**config.mk**
```make
export PLATFORM = sky130hd
export DESIGN_NAME = sod_output_port
export DESIGN_NICKNAME = d
export VERILOG_FILES = /design/src/shared/sod_pkg.sv /design/src/core/sod_output_port.sv /design/src/core/sod_tick_div.sv
export SDC_FILE = /design/constraint.sdc
export NUM_CORES = 1
export LEC_CHECK = 0
export BUFFER_PORTS_ARGS = -buffer_cell sky130_fd_sc_hd__buf_4
export CORE_MARGIN = 4
export CORE_UTILIZATION = 60
export DETAILED_ROUTE_END_ITERATION = 8
export GPL_TIMING_DRIVEN = 0
export PLACE_DENSITY = 0.83
export SLEW_MARGIN = 20
export SYNTH_ARGS = -nofsm -noshare
export SYNTH_HDL_FRONTEND = slang
export SYNTH_SLANG_ARGS = --single-unit
```
**constraint.sdc**
```tcl
create_clock -name sys_clk -period 5.68 [get_ports sys_clk]
set_clock_uncertainty 0.05 [all_clocks]
set_input_delay 0 -clock sys_clk [delete_from_list [all_inputs] [get_ports sys_clk]]
set_output_delay 0 -clock sys_clk [all_outputs]
set_load 0.01 [all_outputs]
```
**src/shared/sod_pkg.sv**
```systemverilog
// Shared constants and carrier types for the sixteen-channel output port.
// Assumes a single 10 MHz system clock.
package sod_pkg;

    // ----------------------------------------
    // Timing
    // ----------------------------------------
    localparam int CLK_HZ = 10_000_000;
    localparam int US_PER_S = 1_000_000;
    localparam int TICKS_PER_US = CLK_HZ / US_PER_S;
    localparam int BLINK_HZ = 1;
    // Half period of the 1 Hz blink, in microseconds
    localparam int BLINK_HALF_US = US_PER_S / (2 * BLINK_HZ);

    // ----------------------------------------
    // Output image and record addressing
    // ----------------------------------------
    localparam logic [0:0] OUT_IMAGE_OFFSET = 1'h0;
    localparam int CHANNELS = 16;
    localparam logic [7:0] DIAG_RECORD_NUM = 8'h01;
    localparam int DIAG_RECORD_BYTES = 20;
    localparam logic [4:0] IDX_SUMMARY = 5'h00;
    localparam logic [4:0] IDX_MODULE_CLASS = 5'h01;
    localparam logic [4:0] IDX_RESERVED_C = 5'h02;
    localparam logic [4:0] IDX_RESERVED_D = 5'h03;
    localparam logic [4:0] IDX_CHANNEL_KIND = 5'h04;
    localparam logic [4:0] IDX_BITS_PER_CH = 5'h05;
    localparam logic [4:0] IDX_CHANNEL_COUNT = 5'h06;
    localparam logic [4:0] IDX_FAULT_SUMMARY = 5'h07;
    localparam logic [4:0] IDX_PER_CHANNEL = 5'h08;
    localparam logic [4:0] IDX_TIMESTAMP = 5'h10;

    // ----------------------------------------
    // Record contents and reset values
    // ----------------------------------------
    localparam logic [7:0] MODULE_CLASS_BYTE = 8'h0F;
    localparam logic [7:0] CHANNEL_KIND_BYTE = 8'h72;
    localparam logic [7:0] DIAG_BITS_PER_CHANNEL = 8'h00;
    localparam logic [7:0] CHANNEL_COUNT_BYTE = 8'h00;
    localparam logic [7:0] RESERVED_BYTE = 8'h00;
    localparam logic [15:0] OUT_IMAGE_RESET = 16'h0000;
    localparam int SUM_MODULE_FAIL = 0;
    localparam int SUM_INTERNAL = 1;
    localparam int SUM_EXTERNAL = 2;
    localparam int SUM_OVERLOAD = 4;
    localparam int SUM_PARAM = 7;

    typedef struct packed {
        logic green;
        logic red;
    } sod_status_leds_t;

    typedef struct packed {
        logic incoming;
        logic going;
    } sod_diag_event_t;

endpackage : sod_pkg

```
**src/core/sod_output_port.sv**
```systemverilog
// Sixteen-channel digital output port with overload diagnostics.
// Assumes the backplane interface delivers image writes, record reads and
// status flags as same-clock logic; overload and fault flags come from pins.
`timescale 1ns/1ps
module sod_output_port #(
    parameter int CHANNELS = sod_pkg::CHANNELS,
    parameter int BLINK_HALF_US = sod_pkg::BLINK_HALF_US
) (
    input wire logic sys_clk,
    input wire logic reset,
    // Output image write from the backplane
    input wire logic image_wr,
    input wire logic [0:0] image_addr,
    input wire logic [1:0] image_byte_en,
    input wire logic [15:0] image_wdata,
    // Diagnostic record read
    input wire logic rec_rd,
    input wire logic [7:0] rec_num,
    input wire logic [4:0] rec_index,
    output logic [7:0] rec_rdata,
    output logic rec_valid,
    output logic rec_error,
    // Configuration and status flags
    input wire logic diag_irq_enable,
    input wire logic bus_fail,
    input wire logic config_error,
    // Fault pins from the output stage
    input wire logic overload_pin,
    input wire logic module_fail_pin,
    input wire logic internal_err_pin,
    input wire logic external_err_pin,
    // Field side
    output logic [15:0] out_lines,
    output logic [15:0] chan_leds,
    output logic status_green,
    output logic status_red,
    output logic diag_incoming,
    output logic diag_going,
    output logic [7:0] input_image_bytes
);

    // ----------------------------------------
    // Elaboration checks
    // ----------------------------------------
    // Image, record and pin mapping are fixed at sixteen lines
    if (CHANNELS != 16) begin : g_bad_channels
        $error("Only sixteen channels are supported");
    end
    // A zero half period would stop the blink divider for good
    if (BLINK_HALF_US < 1) begin : g_bad_blink
        $error("Blink half period must be at least one microsecond");
    end
    // The microsecond base needs at least one clock per microsecond
    if (sod_pkg::TICKS_PER_US < 1) begin : g_bad_tick
        $error("Clock too slow for a microsecond tick");
    end
    // Timestamp must close the record
    if (sod_pkg::IDX_TIMESTAMP + 5'h04 != 5'(sod_pkg::DIAG_RECORD_BYTES)) begin : g_bad_layout
        $error("Record layout and length disagree");
    end

    // ----------------------------------------
    // State
    // ----------------------------------------
    typedef struct packed {
        logic [2:0] ovl_sync;
        logic [2:0] mf_sync;
        logic [2:0] ie_sync;
        logic [2:0] ee_sync;
        logic ovl;
        logic mf;
        logic ie;
        logic ee;
        logic diag_active;
        logic [15:0] image;
        logic [31:0] us_count;
        logic [31:0] stamp;
        logic blink;
        sod_pkg::sod_status_leds_t leds;
        sod_pkg::sod_diag_event_t ev;
        logic [7:0] rdata;
        logic rvalid;
        logic rerr;
        logic [7:0] in_image;
    } sod_state_t;

    sod_state_t st_q, st_d;

    logic us_tick;
    logic blink_tick;
    logic [7:0] summary;
    logic [7:0] rec_byte;
    logic fault_now;

    // ----------------------------------------
    // Time base
    // ----------------------------------------
    sod_tick_div #(
        .DIV(sod_pkg::TICKS_PER_US)
    ) u_us_div (
        .sys_clk(sys_clk),
        .reset(reset),
        .en_in(1'b1),
        .tick(us_tick)
    );

    // Blink half period counted in microseconds, one shared phase for red and green
    sod_tick_div #(
        .DIV(BLINK_HALF_US)
    ) u_blink_div (
        .sys_clk(sys_clk),
        .reset(reset),
        .en_in(us_tick),
        .tick(blink_tick)
    );

    // ----------------------------------------
    // Record contents
    // ----------------------------------------
    always_comb begin
        summary = sod_pkg::RESERVED_BYTE;
        summary[sod_pkg::SUM_MODULE_FAIL] = st_q.mf;
        summary[sod_pkg::SUM_INTERNAL] = st_q.ie;
        summary[sod_pkg::SUM_EXTERNAL] = st_q.ee;
        summary[sod_pkg::SUM_OVERLOAD] = st_q.ovl;
        summary[sod_pkg::SUM_PARAM] = config_error;
    end

    always_comb begin
        // Reserved bytes and anything past the record read as zero
        rec_byte = sod_pkg::RESERVED_BYTE;
        case (rec_index)
            sod_pkg::IDX_SUMMARY: begin
                rec_byte = summary;
            end
            sod_pkg::IDX_MODULE_CLASS: begin
                rec_byte = sod_pkg::MODULE_CLASS_BYTE;
            end
            sod_pkg::IDX_RESERVED_C: begin
                rec_byte = sod_pkg::RESERVED_BYTE;
            end
            sod_pkg::IDX_RESERVED_D: begin
                rec_byte = sod_pkg::RESERVED_BYTE;
            end
            sod_pkg::IDX_CHANNEL_KIND: begin
                rec_byte = sod_pkg::CHANNEL_KIND_BYTE;
            end
            sod_pkg::IDX_BITS_PER_CH: begin
                rec_byte = sod_pkg::DIAG_BITS_PER_CHANNEL;
            end
            sod_pkg::IDX_CHANNEL_COUNT: begin
                rec_byte = sod_pkg::CHANNEL_COUNT_BYTE;
            end
            sod_pkg::IDX_FAULT_SUMMARY: begin
                rec_byte = sod_pkg::RESERVED_BYTE;
            end
            // No per-channel diagnosis here: all eight channel bytes stay zero
            sod_pkg::IDX_PER_CHANNEL,
            sod_pkg::IDX_PER_CHANNEL + 5'h01,
            sod_pkg::IDX_PER_CHANNEL + 5'h02,
            sod_pkg::IDX_PER_CHANNEL + 5'h03,
            sod_pkg::IDX_PER_CHANNEL + 5'h04,
            sod_pkg::IDX_PER_CHANNEL + 5'h05,
            sod_pkg::IDX_PER_CHANNEL + 5'h06,
            sod_pkg::IDX_PER_CHANNEL + 5'h07: begin
                rec_byte = sod_pkg::RESERVED_BYTE;
            end
            sod_pkg::IDX_TIMESTAMP: begin
                rec_byte = st_q.stamp[7:0];
            end
            sod_pkg::IDX_TIMESTAMP + 5'h01: begin
                rec_byte = st_q.stamp[15:8];
            end
            sod_pkg::IDX_TIMESTAMP + 5'h02: begin
                rec_byte = st_q.stamp[23:16];
            end
            sod_pkg::IDX_TIMESTAMP + 5'h03: begin
                rec_byte = st_q.stamp[31:24];
            end
            default: begin
                rec_byte = sod_pkg::RESERVED_BYTE;
            end
        endcase
    end

    // ----------------------------------------
    // Next state
    // ----------------------------------------
    always_comb begin
        st_d = st_q;
        st_d.ev = '0;
        st_d.rvalid = 1'b0;
        st_d.rerr = 1'b0;

        // ----------------------------------------
        // Fault pins
        // ----------------------------------------
        // Three-stage synchronisers; a change counts once stages two and three agree
        // The agreement test also drops a pin glitch shorter than one clock
        st_d.ovl_sync = {st_q.ovl_sync[1:0], overload_pin};
        st_d.mf_sync = {st_q.mf_sync[1:0], module_fail_pin};
        st_d.ie_sync = {st_q.ie_sync[1:0], internal_err_pin};
        st_d.ee_sync = {st_q.ee_sync[1:0], external_err_pin};
        if (st_q.ovl_sync[2] == st_q.ovl_sync[1]) begin
            st_d.ovl = st_q.ovl_sync[2];
        end
        if (st_q.mf_sync[2] == st_q.mf_sync[1]) begin
            st_d.mf = st_q.mf_sync[2];
        end
        if (st_q.ie_sync[2] == st_q.ie_sync[1]) begin
            st_d.ie = st_q.ie_sync[2];
        end
        if (st_q.ee_sync[2] == st_q.ee_sync[1]) begin
            st_d.ee = st_q.ee_sync[2];
        end

        // ----------------------------------------
        // Microsecond counter
        // ----------------------------------------
        // Free-running microsecond counter, wraps naturally at 32 bits
        if (us_tick) begin
            st_d.us_count = st_q.us_count + 32'h0000_0001;
        end

        // ----------------------------------------
        // Output image
        // ----------------------------------------
        // Output image write, byte lanes independent
        // A disabled lane keeps its value, so one byte can change alone
        if (image_wr && image_addr == sod_pkg::OUT_IMAGE_OFFSET) begin
            if (image_byte_en[0]) begin
                st_d.image[7:0] = image_wdata[7:0];
            end
            if (image_byte_en[1]) begin
                st_d.image[15:8] = image_wdata[15:8];
            end
        end

        // ----------------------------------------
        // Diagnostic events
        // ----------------------------------------
        // Diagnostic events; only overload is an interrupt source
        if (diag_irq_enable && st_q.ovl && !st_q.diag_active) begin
            st_d.diag_active = 1'b1;
            st_d.ev.incoming = 1'b1;
            st_d.stamp = st_q.us_count;
        end else if (st_q.diag_active && !st_q.ovl) begin
            // Going is raised even if the enable dropped meanwhile
            st_d.diag_active = 1'b0;
            st_d.ev.going = 1'b1;
        end

        // ----------------------------------------
        // Status bar
        // ----------------------------------------
        if (blink_tick) begin
            st_d.blink = ~st_q.blink;
        end
        // Any filtered fault outranks the configuration blink
        fault_now = st_q.ovl || st_q.mf || st_q.ie || st_q.ee;
        if (fault_now) begin
            st_d.leds.red = 1'b1;
        end else if (config_error) begin
            st_d.leds.red = st_q.blink;
        end else begin
            st_d.leds.red = 1'b0;
        end
        if (bus_fail) begin
            st_d.leds.green = st_q.blink;
        end else begin
            st_d.leds.green = !(fault_now || config_error);
        end

        // ----------------------------------------
        // Record read
        // ----------------------------------------
        // Record read: one-cycle answer, wrong record number flagged
        // Index decoded live: the byte shows the state at the request edge
        if (rec_rd) begin
            if (rec_num == sod_pkg::DIAG_RECORD_NUM) begin
                st_d.rvalid = 1'b1;
                st_d.rdata = rec_byte;
            end else begin
                st_d.rerr = 1'b1;
                st_d.rdata = sod_pkg::RESERVED_BYTE;
            end
        end

        // ----------------------------------------
        // Input image
        // ----------------------------------------
        // Nothing is ever offered to the controller's input image
        st_d.in_image = 8'h00;
    end

    // ----------------------------------------
    // Registers
    // ----------------------------------------
    always_ff @(posedge sys_clk) begin
        if (reset) begin
            st_q <= '0;
            // No line may switch before the controller's first write
            st_q.image <= sod_pkg::OUT_IMAGE_RESET;
        end else begin
            st_q <= st_d;
        end
    end

    // ----------------------------------------
    // Outputs, all straight from flip-flops
    // ----------------------------------------
    assign out_lines = st_q.image;
    assign chan_leds = st_q.image;
    assign status_green = st_q.leds.green;
    assign status_red = st_q.leds.red;
    assign diag_incoming = st_q.ev.incoming;
    assign diag_going = st_q.ev.going;
    assign rec_rdata = st_q.rdata;
    assign rec_valid = st_q.rvalid;
    assign rec_error = st_q.rerr;
    // Constant zero: the module contributes nothing to the input image
    assign input_image_bytes = st_q.in_image;

endmodule : sod_output_port

```
**src/core/sod_tick_div.sv**
```systemverilog
// Enable-pulse divider: one-cycle pulse every DIV cycles of the input enable.
// Assumes the same clock and synchronous reset as its parent.
`timescale 1ns/1ps
module sod_tick_div #(
    parameter int DIV = 10
) (
    input wire logic sys_clk,
    input wire logic reset,
    input wire logic en_in,
    output logic tick
);
    typedef struct packed {
        logic [31:0] cnt;
        logic tick;
    } sod_div_state_t;

    sod_div_state_t st_q, st_d;

    if (DIV < 1) begin : g_bad_div
        $error("DIV must be at least 1");
    end

    always_comb begin
        st_d = st_q;
        st_d.tick = 1'b0;
        if (en_in) begin
            if (st_q.cnt == 32'(DIV - 1)) begin
                st_d.cnt = 32'h0000_0000;
                st_d.tick = 1'b1;
            end else begin
                st_d.cnt = st_q.cnt + 32'h0000_0001;
            end
        end
    end

    always_ff @(posedge sys_clk) begin
        if (reset) begin
            st_q <= '0;
        end else begin
            st_q <= st_d;
        end
    end

    assign tick = st_q.tick;
endmodule : sod_tick_div

```
==> flow_summary.toml, run 1 <==
[pwr]
power.density_nw_per_um2 = 265
share_comb_of_total_power = 0.058
p_sw_mw = 0.601
ir_worst_vdd_mv = 0.201
p_seq_frac = 0.493
clockPowerShare = 0.449
leakagePower_nw = 3.70
intPower_mw = 1.97
switching_share = 0.234

[placed_design]
io_buffers = 84
routabilityCongestion = 0.862
dp_hpwl_um = 11800

[finish]
fin_util = 0.766
fin_nets = 1069
antenna_cells = 0
fill_cells = 842
syn2layout_area_growth_pct = 25.1
drive_above_1_share = 0.178

[critical_path]
cp_slowest_stage_delay_ns = 0.56
critPathKind = "flip-flop to flip-flop"
crit_arrival_ns = 2.90
crit_fanout = 10
r2r_slack_ns = 3.03
r2r_cells = 8
critPathSlowestCell = "nor4_1"
required_ns = 5.94
endpoint_kind = "flip-flop"
critPathLaunchType = "flip-flop"
cp_cell_sequence = "ha_1 -> nand4_1 -> nand4b_1 -> nor4_1 -> or2_2 -> clkbuf_1 -> buf_2 -> nor2_1"

[floorplanning]
die_w_um = 121
die_h_um = 121
coreArea_sq_um = 12600
num_io_pins = 97
placementRows = 41
die_area_sq_um = 14800
start_util = 0.612

[route]
finalWirelength_um = 20200
vias_per_cell = 5.73
drc = 0
drtPass1Iterations = 5
antenna_left = 0
wl_per_cell_um = 16.8
drt-initial-drc-count = 640
vias = 6916

[sta]
finalCriticalPeriod_ns = 2.65
finalCritPeriodShare = 0.466
tightest_slew_ns = 0.795
finalMaxSlewViolations = 0
max_freq_mhz = 378
tns_ns = 0
setup_viol = 0
hold_viol = 0
timing.slew.headroom = 0.465
rsz0062_at_grt = "no"

[yosys]
synthDistinctLibCells = 47
synth_top_family_by_area = "simple AND/OR/NAND/NOR gates"
async_flop_share = 0
synth_edf_count = 0
ys_ff_latch = 178
yosys.area_share.simple = 0.247
synth.area.top_cells = "dfxtp_1 46%, xor2_1 5.9%, nor2_1 5.6%, buf_4 4.7%, xnor2_1 4.2%"
synth-compound-area-share = 0.0863
synth_top_area_cell = "dfxtp_1"
synth_cells = 863
ys_seq_area_frac = 0.461
muxShareOfSynthArea = 0.0196
synth.top_cell.area_share = 0.461
yosys.area_share.xor_xnor = 0.101
ys_warn_count = 0
syn_area_per_cell_sq_um = 8.95
ys.flop_type = "dfxtp_1"
yosys.area_share.adder = 0.00648
syn-cell-area_sq_um = 7720

[clocking]
cts_tree = "yes"
insertion_delay_ns = 0.42
h-tree-depth = 4
cts_buffers = 17
clk_pin_slew_ns = 0.07
cts_setup_buffers = 0
clk_path_buf_depth = 2
root_buffer = "clkbuf_16"
clkSinkCount = 178

[hold_path]
holdCritPathClass = "input pin to flip-flop"
whs_path_depth = 6

[global_route]
grt_util_all_layers = 0.280
grt_pass1_vias = 6888
grt_max_degree = 17
grt_overflow = 0
antenna_found_initial = 0
grt_pass1_wl_um = 33300

[flow_run]
drv_cap = 0

[outcome]
status = "complete, no violations"
-- worst max-delay path, delay by kind of cell (launching register included) --
kind                     cells  cell delay [ns]
AND/OR/NAND/NOR              5             1.32
buffers and inverters        2             0.44
flip-flops                   1             0.39
adder cells (fa/ha/maj)      1             0.33
-- final cells by class --
class	count	area [sq um]	area share
Multi-Input combinational cell	585	3590	0.371
Tap cell	172	215	0.0223
Clock buffer	19	453	0.0469
Clock inverter	13	126	0.0131
Timing Repair Buffer	133	1120	0.116
Inverter	17	63.8	0.00660
Sequential cell	178	3560	0.369
Buffer	90	534	0.0553
-- repair_timing --
action	4_1_cts	5_1_grt
hold buffers	49	0
gates resized for setup	0	0
endpoints found under the hold margin	31	0
-- Yosys cell counts, types with 2 or more instances --
cell,instances
a21oi_1,34
a22o_1,33
and2_1,2
and3_1,14
and4_1,13
buf_1,2
buf_2,6
buf_4,48
clkbuf_1,32
dfxtp_1,178
ha_1,4
inv_1,17
mux2i_1,14
nand2_1,58
nand2b_1,4
nand3_1,51
nand4_1,29
nand4b_1,2
nor2_1,115
nor2b_1,17
nor3_1,19
nor3b_1,3
nor4_1,16
nor4_2,6
nor4b_1,5
o21ai_0,20
o32ai_1,6
or2_2,2
or3_1,7
or4_1,2
xnor2_1,37
xor2_1,52
-- kinds of logic after synthesis --
kind of cell,Yosys count
and+or+nand+nor,369
DFF,178
buffers and inverters,107
AOI/OAI and AO/OA,100
xor gates and xnor gates,89
muxes,15
adders and majority gates,4
other,1
-- metrics by stage --
| stage | hold slack, ns | setup slack, ns | power, mW | instance area [sq um] | std cells |
|---|---|---|---|---|---|
| after detailed placement | 0.168 | 3.10 | 1.41 | 8600 | 1126 |
| after global routing | 0.0845 | 2.86 | 2.63 | 9670 | 1207 |
| after floorplan | 0.0782 | 3.72 | 1.36 | 7750 | 870 |
| after global placement | 0.163 | 3.13 | 1.41 | 8600 | 1126 |
| after CTS | 0.0174 | 3.05 | 2.56 | 9670 | 1207 |
| final | 0.0608 | 3.03 | 2.57 | 9670 | 1207 |
-- worst paths after layout --
check                      startpoint                   end
hold / removal           rec_index[1]          rec_rdata[3]
setup / recovery  u_blink_div.st_q[1]  u_blink_div.st_q[27]
hold reg to reg             st_d[112]             st_d[113]
setup reg to reg  u_blink_div.st_q[1]  u_blink_div.st_q[27]
-- layer usage --
| metal | up-vias | track usage | part of all wire |
|---|---|---|---|
| met4 | 0 | 0.116 | 0.031 |
| met2 | 273 | 0.495 | 0.50 |
| li1 | 3271 | - | - |
| met1 | 3297 | 0.334 | 0.42 |
| met5 | - | 0 | 0 |
| met3 | 75 | 0.0494 | 0.054 |
-- state kept, by name (all words and copies together), names as in the netlist --
signal	count
u_blink_div.tick	1
st_q	74
u_us_div.tick	1
u_blink_div.st_q	32
diag_incoming	1
status_red	1
u_us_div.st_q	32
status_green	1
rec_rdata	8
diag_going	1
st_d	8
chan_leds	16
rec_valid	1
rec_error	1
-- power by group through the flow --
stage               logic, mW  clock network (mW)  registers, mW
floorplan              0.0671                   0           1.29
global placement        0.116                   0           1.29
detailed placement      0.117                   0           1.29
CTS                     0.140                1.15           1.26
global route            0.158                1.21           1.27
finish                  0.148                1.15           1.27
-- placed cells by master, fill, tap and decap left out, types with 3 or more instances in the layout --
master	n
a22o_1	33
o21ai_0	20
o32ai_1	6
clkbuf_16	17
or3_1	7
nand2_1	58
nor4_2	6
a21oi_1	34
nand2b_1	4
clkbuf_1	32
ha_1	4
nor4_1	16
clkinvlp_4	4
buf_4	132
xor2_1	52
nor3_1	19
nor3b_1	3
nor4b_1	5
and3_1	14
inv_1	17
dlygate4sd3_1	49
conb_1	8
nor2_1	115
clkinv_4	3
nand3_1	51
nand4_1	29
mux2i_1	14
nor2b_1	17
buf_2	6
inv_6	4
dfxtp_1	178
xnor2_1	37
and4_1	13
No activity file was read; power rests on OpenSTA's default activity.
==> run 2, diff against run 1 <==
ABC_AREA = 1   (was not set)
CORE_UTILIZATION = 59   (was 60)
PLACE_DENSITY = 0.81   (was 0.83)
clock period = 2.73 ns   (was 5.68 ns; I/O delays follow)
==> run 2 against run 1 <==
Against the previous run: first-iteration DRC count fell by 14%; non-clock buffer count fell by 28; largest cell class unchanged; clock power rose by 100%; cell count rose by 36%; highest routed layer unchanged; critical path type is now input pin to flip-flop; via count rose by 23%; combinational power rose by 120%; global-route usage fell by 1.1 points; critical endpoint is now status_green; hold slack got worse by 0.020 ns; sequential share of layout area fell by 3.1 points.
==> flow_summary.toml, run 2 <==
[outcome]
status = "complete, no violations"

[route]
antenna_left = 0
vias_per_cell = 5.21
wl_per_cell_um = 13.7
vias = 8518
drt-initial-drc-count = 552
finalWirelength_um = 22400
drtPass1Iterations = 7
drc = 0

[sta]
finalMaxSlewViolations = 0
setup_viol = 0
tns_ns = 0
hold_viol = 0
finalCritPeriodShare = 0.854
hold_ws_ns = 0.0406
timing.slew.headroom = 0.528
tightest_slew_ns = 0.709
finalCriticalPeriod_ns = 2.33
rsz0062_at_grt = "no"
max_freq_mhz = 429

[finish]
antenna_cells = 0
final_cell_mix = "273 x nand2_1, 185 x nor2_1, 178 x dfxtp_1, 174 x inv_1, 137 x buf_4"
final_common_cell = "nand2_1"
drive_above_1_share = 0.149
largest_reg_flops = 74
regMostFlops = "st_q"
largestRegisters = "st_q (74), u_blink_div.st_q (32), u_us_div.st_q (32)"
fin_nets = 1486
syn2layout_area_growth_pct = 20.3

[clocking]
insertion_delay_ns = 0.44
h-tree-depth = 4
ctsResizeCount = 0
cts_tree = "yes"
cts_buffers = 17
clk_pin_slew_ns = 0.07
root_buffer = "clkbuf_16"
clkSinkCount = 178
cts.hold.buffers_added = 30
clk_path_buf_depth = 2
cts_setup_buffers = 0

[yosys]
synthTopCellsByCount = "273 x nand2_1, 185 x nor2_1, 178 x dfxtp_1, 174 x inv_1, 102 x nand3_1"
ys_seq_area_frac = 0.406
ys.flop_type = "dfxtp_1"
synth.area.top_cells = "dfxtp_1 41%, nand2_1 12%, nor2_1 7.9%, inv_1 7.4%, nand3_1 5.8%"
synth.top_cell.area_share = 0.406
synthDistinctLibCells = 41
synth_cells = 1295
async_flop_share = 0
syn_area_per_cell_sq_um = 6.77
ys_warn_count = 0
synth_edf_count = 0
synth_top_area_cell = "dfxtp_1"
syn-cell-area_sq_um = 8770
post-synth-top-count-cell = "nand2_1"
ys_ff_latch = 178

[critical_path]
cp_cell_sequence = "dlygate4sd3_1 -> buf_4 -> inv_1 -> clkbuf_1 -> clkbuf_1 -> o21ai_0 -> a21oi_1 -> dlygate4sd3_1"
crit_fanout = 10
critPathKind = "input pin to flip-flop"
cp_slowest_stage_delay_ns = 0.58
required_ns = 3.06
critPathSlowestCell = "dlygate4sd3_1"
endpoint_kind = "flip-flop"
crit_arrival_ns = 2.66
r2r_slack_ns = 0.89
critPathLaunchType = "input pin"

[pwr]
leakagePower_nw = 4.32
ir_worst_vdd_mv = 0.384
power.density_nw_per_um2 = 505

[floorplanning]
start_util = 0.603
die_area_sq_um = 16900
num_io_pins = 97
placementRows = 44
die_w_um = 130
die_h_um = 130
coreArea_sq_um = 14500

[hold_path]
holdCritPathClass = "input pin to flip-flop"

[global_route]
grt_overflow = 0
grt_util_all_layers = 0.269
grt_pass1_vias = 7862
grt_pass1_wl_um = 36500
grt_max_degree = 19
antenna_found_initial = 0

[placed_design]
routabilityCongestion = 0.931
dp_hpwl_um = 16500
io_buffers = 88

[flow_run]
drv_cap = 0
[run 2: cell count changes after synthesis, sizes merged, moves of 39 or more]
cell   change
nand2    +222
o21ai     +52
a21oi     +39
nand3     +53
inv      +160
xor2      -42
nor2      +90
[run 2: kinds of logic (layout without fill, tap and decap cells)]
kind of cell               Yosys count  in the layout  synth area share
and+or+nand+nor                    685            685             0.348
buffers and inverters              255            405             0.131
other                                1              8          0.000428
AOI/OAI and AO/OA                  156            156            0.0921
adders and majority gates            4              4           0.00571
DFF                                178            178             0.406
xor gates and xnor gates            16             16            0.0160
[run 2: power breakdown]
group          internal (mW)  switching, mW
Sequential              2.62         0.0170
Clock                   1.21           1.14
Combinational          0.166          0.165
[run 2: stage by stage]
step,area (sq um),instances,util,total power [mW],worst slack [ns]
2_1_floorplan,8790,1302,-,2.85,1.21
3_3_place_gp,9680,1574,0.666,2.98,0.932
3_5_place_dp,9680,1574,0.666,2.99,0.901
4_1_cts,10500,1636,0.726,5.34,0.400
5_1_grt,10500,1636,0.726,5.49,0.273
6_report,10500,1636,0.726,5.32,0.398
[run 2: path summary, 6_finish.rpt]
kind | from | end | depth (start not counted)
min reg2reg | st_d[112] | st_d[113] | 2
max reg2reg | u_us_div.st_q[1] | u_us_div.st_q[21] | 9
min | image_byte_en[0] | chan_leds[7] | 4
max | reset | status_green | 8
[run 2: final cells by class]
type                       instances  area, sq um
tap                              184          230
timing repair buffer             118          961
clock buffer                      17          425
sequential                       178         3560
clock inverter                    15          136
inverter                         178          668
buffer                            77          483
multi-input combinational        869         4080
fill                            1231         3990
[run 2: metal layers]
layer  vias up  track usage  share of wire
met2       254        0.472           0.49
met4         0       0.0929          0.026
met5         -            0              0
met3        51       0.0471          0.056
li1       4374            -              -
met1      3839        0.334           0.43
[run 2: critical path, delay by kind of cell]
family | cells | cell delay [ns]
buffers and inverters | 6 | 2.29
AOI/OAI and AO/OA | 2 | 0.36
==> run 3, diff against run 2 <==
MAX_ROUTING_LAYER = met4   (was not set)
==> run 3 against run 2 <==
Against the previous run: core utilization is 0.10 points higher; setup slack lost 0.069 ns; wire length grew 0.65%; sequential share of layout area hardly changed; highest routed layer unchanged; cell area is 0.14% higher; die area did not move; non-clock buffer count down 1; sequential power is essentially flat.
==> flow_summary.toml, run 3 (synthesized netlist as in run 2, its figures left out) <==
[route]
vias_per_cell = 5.24
vias = 8568
wl_per_cell_um = 13.8
wl_met2_um = 10900
drt-met1-wl_um = 9770
drc = 0
antenna_left = 0
drtPass1Iterations = 5
dr_wl_met3_um = 1220
drt-initial-drc-count = 637
top_layer_used = "met4"
finalWirelength_um = 22500

[critical_path]
endpoint_kind = "flip-flop"
critPathKind = "input pin to flip-flop"
critPathLaunchType = "input pin"
required_ns = 3.07
crit_arrival_ns = 2.74
crit_fanout = 10

[finish]
final_common_cell = "nand2_1"
largest_reg_flops = 74
regMostFlops = "st_q"
antenna_cells = 0
largestRegisters = "st_q (74), u_blink_div.st_q (32), u_us_div.st_q (32)"
final_cell_count_no_fill = 1635
syn2layout_area_growth_pct = 20.5
fin_nets = 1485
final_cell_mix = "273 x nand2_1, 185 x nor2_1, 178 x dfxtp_1, 174 x inv_1, 137 x buf_4"
drive_above_1_share = 0.149

[floorplanning]
die_area_sq_um = 16900
coreArea_sq_um = 14500
placementRows = 44
die_h_um = 130
die_w_um = 130
num_io_pins = 97
start_util = 0.603

[clocking]
insertion_delay_ns = 0.45
h-tree-depth = 4
cts_setup_buffers = 0
clkSinkCount = 178
clk_path_buf_depth = 2
root_buffer = "clkbuf_16"
cts_buffers = 17
cts_tree = "yes"
clk_pin_slew_ns = 0.07

[flow_run]
drv_cap = 0

[hold_path]
holdCritPathClass = "input pin to flip-flop"

[global_route]
grt_pass1_vias = 7831
grt_max_degree = 20
antenna_found_initial = 0
grt_util_all_layers = 0.274
grt_pass1_wl_um = 35900
grt_overflow = 0

[sta]
max_freq_mhz = 417
hold_ws_ns = 0.0317
tns_ns = 0
finalCriticalPeriod_ns = 2.40
hold_viol = 0
rsz0062_at_grt = "no"
finalMaxSlewViolations = 0
setup_viol = 0
finalCritPeriodShare = 0.879
tightest_slew_ns = 0.662
timing.slew.headroom = 0.559

[pwr]
power.density_nw_per_um2 = 510
leakagePower_nw = 4.32
ir_worst_vdd_mv = 0.516

[placed_design]
dp_cells = 1574
io_buffers = 88
routabilityCongestion = 0.957
dp_hpwl_um = 16300

[outcome]
status = "complete, no violations"
==> run 3: changes by cell type in the layout (fill, tap and decap cells not counted) <==
cell           delta
clkinv_4          -1
dlygate4sd3_1     -1
inv_6             -3
clkinv_8          +2
inv_8             +2
clkinvlp_4        +2
clkinv_2          -2
==> run 3: metrics by stage <==
step / total power, mW / worst slack (ns) / utilization / cell area [sq um]
final: 5.39 / 0.329 / 0.727 / 10600
after detailed placement: 2.99 / 0.887 / 0.666 / 9680
after global routing: 5.55 / 0.223 / 0.727 / 10600
after global placement: 2.98 / 0.937 / 0.666 / 9680
after CTS: 5.41 / 0.441 / 0.727 / 10600
after floorplan: 2.85 / 1.21 / - / 8790
==> run 3: what timing repair did <==
| action | 4_1_cts | 5_1_grt |
|---|---|---|
| gates resized for setup | 0 | 0 |
| hold endpoints to repair | 38 | 0 |
| hold buffers | 29 | 0 |
==> run 3: path summary, 6_finish.rpt <==
kind                                           from                    to  slack, ns  depth (start not counted)
worst max-delay path                          reset          status_green       0.33                          8
worst max register to register  u_blink_div.st_q[1]  u_blink_div.st_q[30]       0.90                          7
worst min-delay path                     image_addr          chan_leds[0]       0.03                          5
worst min register to register            st_d[109]             st_d[110]       0.36                          2
==> run 3: critical path, cell delays in order <==
cell           delay [ns]
dlygate4sd3_1        0.53
buf_4                0.17
inv_1                0.09
clkbuf_1             0.47
clkbuf_1             0.53
o21ai_0              0.22
a21oi_1              0.16
dlygate4sd3_1        0.56
==> run 3: power by group <==
group	internal (mW)	switching, mW
registers	2.62	0.0167
logic	0.165	0.166
clock network	1.23	1.19
==> run 3: metal layers <==
metal | vias up | global-route usage
met5 | - | -
met4 | 0 | 0.116
met3 | 51 | 0.0409
met2 | 276 | 0.456
met1 | 3875 | 0.332
li1 | 4366 | -
==> run 3: cell type report <==
| class | instances | area (sq um) |
|---|---|---|
| sequential | 178 | 3560 |
| timing repair buffer | 117 | 951 |
| clock buffer | 17 | 425 |
| clock inverter | 15 | 161 |
| fill | 1225 | 3970 |
| tap | 184 | 230 |
| inverter | 178 | 668 |
| buffer | 77 | 483 |
| multi-input combinational | 869 | 4080 |
